**src/sac_pkg.sv**
```systemverilog
// shared constants and types for the converter sequence control
package sac_pkg;

    localparam int ADDR_W = 10;
    localparam int DATA_W = 32;
    localparam int RES_BITS = 8;

    // printed offsets are register indices; byte address is four times the index
    localparam logic [7:0] IDX_RESULT = 8'hd0;
    localparam logic [7:0] IDX_CTRL = 8'hd1;
    localparam logic [1:0] BYTE_PAD = 2'h0;

    localparam logic [7:0] CTRL_RESET = 8'h40;
    localparam int BIT_IEN = 7;
    localparam int BIT_DONE = 6;
    localparam int BIT_GO = 5;
    localparam int BIT_PWR = 4;
    localparam int BYTE_LANE0 = 0;

    localparam logic [RES_BITS-1:0] MSB_MASK = 8'h80;

    // conversion timing
    localparam int CLK_HZ = 20_000_000;
    localparam int CONV_DIV = 12;
    localparam int CONV_TIME_NS = 70_000;
    localparam int REF_OSC_HZ = 8_000_000;
    localparam int REF_OSC_MHZ = REF_OSC_HZ / 1_000_000;
    localparam int NS_PER_US = 1000;
    // oscillator cycles of one conversion, then conversion-clock ticks, then ticks per bit
    localparam int CONV_OSC_CYCLES = CONV_TIME_NS * REF_OSC_MHZ / NS_PER_US;
    localparam int CONV_TICKS = CONV_OSC_CYCLES / CONV_DIV;
    localparam int STEP_TICKS = (CONV_TICKS / RES_BITS < 1) ? 1 : CONV_TICKS / RES_BITS;

    typedef enum logic [0:0] {
        SAC_IDLE = 1'b0,
        SAC_RUN  = 1'b1
    } sac_state_e;

endpackage

```
**src/sac_step_if.sv**
```systemverilog
// carrier between the register side and the approximation core
`timescale 1ns/1ns
interface sac_step_if;
    import sac_pkg::*;

    logic                start;
    logic                abort;
    logic                hold;
    logic                comp;
    logic                busy;
    logic                done;
    logic [RES_BITS-1:0] trial;
    logic [RES_BITS-1:0] result;

    modport ctl (output start, abort, hold, comp, input busy, done, trial, result);
    modport core (input start, abort, hold, comp, output busy, done, trial, result);
endinterface

```
**src/sac_sar_core.sv**
```systemverilog
// successive approximation engine on the divided conversion clock
`timescale 1ns/1ns
module sac_sar_core
    import sac_pkg::*;
#(
    parameter int DIV  = CONV_DIV,
    parameter int STEP = STEP_TICKS
) (
    input wire logic  clk,  // system clock
    input wire logic  rst,  // synchronous reset, high
    sac_step_if.core  sif   // control side
);
    localparam int DW = (DIV > 1) ? $clog2(DIV) : 1;
    localparam int SW = (STEP > 1) ? $clog2(STEP) : 1;

    sac_state_e          state_reg;
    logic [DW-1:0]       div_reg;
    logic [SW-1:0]       step_reg;
    logic [RES_BITS-1:0] mask_reg;
    logic [RES_BITS-1:0] trial_reg;
    logic [RES_BITS-1:0] result_reg;
    logic                done_reg;

    wire running  = (state_reg == SAC_RUN);
    wire div_wrap = (div_reg == DW'(DIV - 1));
    // hold only stops the tick; the divider parks at its last count
    wire conv_tick = running && div_wrap && !sif.hold;
    wire step_end  = conv_tick && (step_reg == SW'(STEP - 1));
    wire [RES_BITS-1:0] mask_next = mask_reg >> 1;
    wire [RES_BITS-1:0] decided = sif.comp ? trial_reg : (trial_reg & ~mask_reg);
    wire last_bit = mask_reg[0];

    always_ff @(posedge clk) begin
        if (rst) begin
            state_reg  <= SAC_IDLE;
            div_reg    <= '0;
            step_reg   <= '0;
            mask_reg   <= '0;
            trial_reg  <= '0;
            result_reg <= '0;
            done_reg   <= 1'b0;
        end else begin
            done_reg <= 1'b0;
            if (sif.start) begin
                state_reg <= SAC_RUN;
                div_reg   <= '0;
                step_reg  <= '0;
                mask_reg  <= MSB_MASK;
                trial_reg <= MSB_MASK;
            end else if (sif.abort) begin
                state_reg <= SAC_IDLE;
                trial_reg <= '0;
            end else if (running) begin
                if (!div_wrap) begin
                    div_reg <= div_reg + DW'(1);
                end else if (!sif.hold) begin
                    div_reg <= '0;
                end
                if (conv_tick) begin
                    step_reg <= step_end ? '0 : step_reg + SW'(1);
                end
                if (step_end && last_bit) begin
                    result_reg <= decided;
                    trial_reg  <= decided;
                    done_reg   <= 1'b1;
                    state_reg  <= SAC_IDLE;
                end else if (step_end) begin
                    mask_reg  <= mask_next;
                    trial_reg <= decided | mask_next;
                end
            end
        end
    end

    assign sif.busy   = running;
    assign sif.done   = done_reg;
    assign sif.trial  = trial_reg;
    assign sif.result = result_reg;
endmodule

```
**src/sac_control.sv**
```systemverilog
// converter control register, bus slave and conversion sequencing
`timescale 1ns/1ns
module sac_control
    import sac_pkg::*;
#(
    parameter int DIV  = CONV_DIV,
    parameter int STEP = STEP_TICKS
) (
    input  wire logic                clk,              // system clock, 20 MHz
    input  wire logic                rst,              // synchronous reset, high
    input  wire logic [ADDR_W-1:0]   avs_address,      // byte address
    input  wire logic                avs_read,         // read request
    input  wire logic                avs_write,        // write request
    input  wire logic [DATA_W-1:0]   avs_writedata,    // write data
    input  wire logic [3:0]          avs_byteenable,   // byte lanes
    output logic      [DATA_W-1:0]   avs_readdata,     // read data
    output logic                     avs_waitrequest,  // stall
    input  wire logic                comp_in,          // analog comparator, asynchronous
    input  wire logic                core_in_wait,     // core has entered wait state
    input  wire logic                wait_sync_opt,    // wait-synchronised start option
    output logic [RES_BITS-1:0]      dac_code,         // trial code to the analog array
    output logic                     analog_power_on,  // converter supply enable
    output logic                     conv_active,      // conversion running
    output logic                     done_irq          // completion request, vector four
);
    function automatic logic hit(input logic [ADDR_W-1:0] addr, input logic [7:0] idx);
        hit = (addr == {idx, BYTE_PAD});
    endfunction

    sac_step_if sif ();

    sac_sar_core #(
        .DIV  (DIV),
        .STEP (STEP)
    ) u_core (
        .clk (clk),
        .rst (rst),
        .sif (sif.core)
    );

    logic                comp_meta_reg;
    logic                comp_sync_reg;
    logic                done_irq_enable_reg;
    logic                analog_power_on_reg;
    logic                done_reg;
    logic                done_next;
    logic                hold_reg;
    logic                hold_next;
    logic                wait_reg;
    logic [DATA_W-1:0]   rdata_reg;
    logic                irq_reg;
    logic                active_reg;
    logic [RES_BITS-1:0] dac_reg;

    // bus decode: first edge of a request latches the answer, the second completes it
    wire req      = avs_read | avs_write;
    wire take     = req & wait_reg;
    wire complete = req & ~wait_reg;
    wire sel_ctrl = hit(avs_address, IDX_CTRL);
    wire sel_res  = hit(avs_address, IDX_RESULT);
    wire wr_ctrl  = avs_write & complete & sel_ctrl & avs_byteenable[BYTE_LANE0];
    wire wr_go    = wr_ctrl & avs_writedata[BIT_GO];
    // a start while unpowered is refused; only the done clear happens
    wire go_start = wr_go & analog_power_on_reg;
    wire next_ien = avs_writedata[BIT_IEN];
    wire next_pwr = avs_writedata[BIT_PWR];

    // go is never stored, so it always reads zero along with bits 3..0
    wire [RES_BITS-1:0] ctrl_view =
        (RES_BITS'(done_irq_enable_reg) << BIT_IEN) |
        (RES_BITS'(done_reg) << BIT_DONE) |
        (RES_BITS'(analog_power_on_reg) << BIT_PWR);

    wire [DATA_W-1:0] rd_mux = sel_ctrl ? DATA_W'(ctrl_view) :
                               sel_res  ? DATA_W'(sif.result) : '0;

    // a completion in the same cycle as a go write still sets the flag
    assign done_next = sif.done ? 1'b1 : (wr_go ? 1'b0 : done_reg);

    // hold is cleared by the core actually reaching wait, never by time
    assign hold_next = go_start ? (wait_sync_opt & ~core_in_wait) :
                       (core_in_wait ? 1'b0 : hold_reg);

    assign sif.start = go_start;
    assign sif.abort = ~analog_power_on_reg;
    assign sif.hold  = hold_reg;
    assign sif.comp  = comp_sync_reg;

    always_ff @(posedge clk) begin
        if (rst) begin
            comp_meta_reg <= 1'b0;
            comp_sync_reg <= 1'b0;
        end else begin
            comp_meta_reg <= comp_in;
            comp_sync_reg <= comp_meta_reg;
        end
    end

    // wait state does not touch power; only a software write or reset clears it
    always_ff @(posedge clk) begin
        if (rst) begin
            done_irq_enable_reg <= CTRL_RESET[BIT_IEN];
            analog_power_on_reg <= CTRL_RESET[BIT_PWR];
            done_reg            <= CTRL_RESET[BIT_DONE];
            hold_reg            <= 1'b0;
        end else begin
            if (wr_ctrl) begin
                done_irq_enable_reg <= next_ien;
                analog_power_on_reg <= next_pwr;
            end
            done_reg <= done_next;
            hold_reg <= hold_next;
        end
    end

    always_ff @(posedge clk) begin
        if (rst) begin
            wait_reg  <= 1'b1;
            rdata_reg <= '0;
        end else begin
            wait_reg <= ~take;
            if (take) begin
                rdata_reg <= rd_mux;
            end
        end
    end

    // nothing here looks at wait except the hold, so completion can wake the core
    always_ff @(posedge clk) begin
        if (rst) begin
            irq_reg    <= 1'b0;
            active_reg <= 1'b0;
            dac_reg    <= '0;
        end else begin
            irq_reg    <= done_reg & done_irq_enable_reg;
            active_reg <= sif.busy;
            dac_reg    <= sif.trial;
        end
    end

    assign avs_readdata    = rdata_reg;
    assign avs_waitrequest = wait_reg;
    assign done_irq        = irq_reg;
    assign conv_active     = active_reg;
    assign dac_code        = dac_reg;
    assign analog_power_on = analog_power_on_reg;
endmodule

```
**config.mk**
```make
export PLATFORM = sky130hd
export DESIGN_NAME = sac_control
export DESIGN_NICKNAME = d
export VERILOG_FILES = /design/src/sac_pkg.sv /design/src/sac_step_if.sv /design/src/sac_sar_core.sv /design/src/sac_control.sv
export SDC_FILE = /design/constraint.sdc
export NUM_CORES = 1
export LEC_CHECK = 0
export BUFFER_PORTS_ARGS = -buffer_cell sky130_fd_sc_hd__buf_2
export CELL_PAD_IN_SITES_DETAIL_PLACEMENT = 1
export CELL_PAD_IN_SITES_GLOBAL_PLACEMENT = 2
export CORE_MARGIN = 10
export CORE_UTILIZATION = 30
export CTS_BUF_LIST = sky130_fd_sc_hd__clkbuf_16
export DETAILED_ROUTE_END_ITERATION = 8
export PLACE_DENSITY = 0.87
export SLEW_MARGIN = 5
export SYNTH_ARGS = -nofsm -noshare
export SYNTH_HDL_FRONTEND = slang
export SYNTH_SLANG_ARGS = --single-unit
```
**constraint.sdc**
```tcl
create_clock -name clk -period 5.4 [get_ports clk]
set_input_delay 1.08 -clock clk [delete_from_list [all_inputs] [get_ports clk]]
set_output_delay 1.08 -clock clk [all_outputs]
set_load 0.01 [all_outputs]
```
==> results.ini <==
[outcome]
status = finished clean

[synth]
synthFlopType = dfxtp_1
synth_warnings = 0
async_flop_share_pct = 0
syn_area_mm2 = 0.00257
synth_area_leader_cell = dfxtp_1
synth_common_cells = dfxtp_1 (58), nor2_1 (36), buf_4 (25)
synthCells = 286
yosysTopAreaCellShare_pct = 45.2
synth-edff-count = 0
yosys-top-cells-area = dfxtp_1 (45%), buf_4 (7.3%), nor2_1 (5.3%)
syn_area_per_cell_um2 = 8.98
ys_types = 40
synth_seq_cells = 58
synth_seq_area_share_pct = 45.2
yosysMostFrequentCell = dfxtp_1

[power]
p_leak_nw = 1.25
power_per_cell_area_mw_per_mm2 = 336
ir_drop_v = 0.000103

[worst_setup_path]
crit_family = simple AND/OR/NAND/NOR gates
arrival_ns = 2.85
critPathMaxFanout = 14
startpoint_type = primary input
reg2reg_from = u_core.div_reg[0]
cp_slowest_cell = or4_4
path_cells = buf_2, or4b_4, or4_4, nand2b_1, a2111oi_0
rrSetupSlack_ns = 3.00
ff2ff_path_depth = 5
reg2reg_to = u_core.sif.trial[0]
path_class = primary input to flop
slowest_delay_ns = 0.64
cp.required_ns = 5.58
endpoint_kind = flop
critPathBufInv = 1

[layout]
final_net_count = 381
areaGrowthSynthToFinish_pct = 18.5
drive_gt1_share_pct = 19.1
fillerInstances = 1003
num_antenna_cells = 0
seqCellArea_mm2 = 0.00116
multi_input_area_mm2 = 0.00122

[grt]
grt_max_degree = 40
overflow = 0
antenna_found_initial = 0
grtUsageTotal_pct = 10.5
grt_pass1_vias = 2192
grt_pass1_wl_mm = 11.0

[route]
viasPerCell = 4.81
drc_errors = 0
first_pass_iters = 4
ant_nets = 0
wire_per_inst_um = 15.1
vias = 2093
drt-total-wl_mm = 6.57
drtIter0Drc = 75

[floorplanning]
die_w_um = 113
die_h_um = 113
initial_core_util_pct = 31.1
core_mm2 = 0.00826
ios = 97
dieArea_mm2 = 0.0127
row_count = 33

[timing]
fmax_mhz = 375
final.period_utilization_pct = 49.4
worstMarginPinSlew_ns = 0.855
final.setup_skew_ns = 0.00848
rsz0062_at_grt = no
finalSetupTns_ns = 0
setup_violations = 0
hold_viol = 0
post-route-min-period_ns = 2.67
hold_slack_ns = 0.423
maxSlewHeadroom_pct = 42.8
maxSlewViolCount = 0

[clock_tree]
cts_tree = yes
h-tree-depth = 3
hold_buffers = 0
postCtsResizedCells = 0
clkTransAtPathRegs_ns = 0.05
cts.sink_count = 58
root_buffer = clkbuf_16
cts_made_buffers = 9
post_cts_buffers = 0
clockBufferDepth = 2
clock_latency_ns = 0.33

[run]
maxCapViolCount = 0

[place]
gp_congestion = 0.704
io_buffers = 40
dp_hpwl_mm = 4.82

[hold_path]
hold_depth = 2
hold_start = u_core.sif.done
hp-class = flop to flop
hold_end = done_reg

worst max path at each step:
stage	from	endpoint	slack, ns	cells past startpoint
after floorplan	avs_address[4]	u_core.step_reg[0]	2.79	5
after detailed placement	avs_address[4]	u_core.sif.trial[1]	2.40	5
after global placement	avs_address[4]	u_core.sif.trial[0]	2.41	5
after global routing	avs_address[4]	u_core.sif.trial[0]	2.63	5
after CTS	avs_address[4]	u_core.sif.trial[0]	2.72	5
final	avs_address[4]	u_core.sif.trial[0]	2.73	5
area by class of cell:
type	count	area share, %
multi-input combinational	206	40.0
clock buffer	9	7.40
timing repair buffer	42	7.08
tap	105	4.32
sequential	58	38.2
inverter	8	0.987
clock inverter	7	2.02
per-stage QoR:
stage,total power [mW],instance area (µm²),utilization (%),worst slack (ns),instances
3_5_place_dp,0.485,2760,33.4,2.40,419
6_report,1.02,3040,36.8,2.73,435
3_3_place_gp,0.484,2760,33.4,2.41,419
5_1_grt,1.05,3040,36.8,2.63,435
4_1_cts,1.03,3040,36.8,2.72,435
2_1_floorplan,0.484,2650,-,2.79,309
per-layer routing:
layer	routed length [µm]	GRT usage, %	vias up
met3	352	3.78	10
met2	3130	17.0	55
met4	101	4.31	0
met5	0	0	-
li1	-	-	1041
met1	2990	12.3	987
power breakdown:
group | switching, mW | internal (mW) | total [mW]
registers | 0.00343 | 0.432 | 0.435
logic | 0.0276 | 0.0139 | 0.0415
clock network | 0.193 | 0.350 | 0.544
worst min-delay path: cells and delay by family (launching register included):
family           cells  cell delay [ns]
AND/OR/NAND/NOR      1             0.03
AO/OA/AOI/OAI        1             0.05
flip-flops           1             0.30
cell usage in the layout, fill, tap and decap left out, types with 4 or more instances in the layout:
cell type,synthesis,layout
nand2_1,10,10
o21ai_0,14,14
nor2b_1,12,12
conb_1,1,24
inv_1,7,8
a22oi_1,4,4
mux2i_1,12,12
a21oi_1,21,21
nor2_1,36,36
clkbuf_16,0,9
nand3_1,13,13
nand2b_1,6,6
a211oi_1,7,7
a32oi_1,5,5
dfxtp_1,58,58
buf_2,4,40
a21boi_0,6,6
nor3_1,4,4
logic make-up (layout without fill, tap and decap cells):
group	Yosys count	in the layout	share of synthesized area [%]
buf+inv	45	66	10.7
flops	58	58	45.2
compound gates	65	65	15.8
simple gates	102	102	22.0
fa+ha+maj	3	3	1.46
mux	12	12	4.68
other cells	1	24	0.146
No activity file was read; power rests on OpenSTA's default activity.
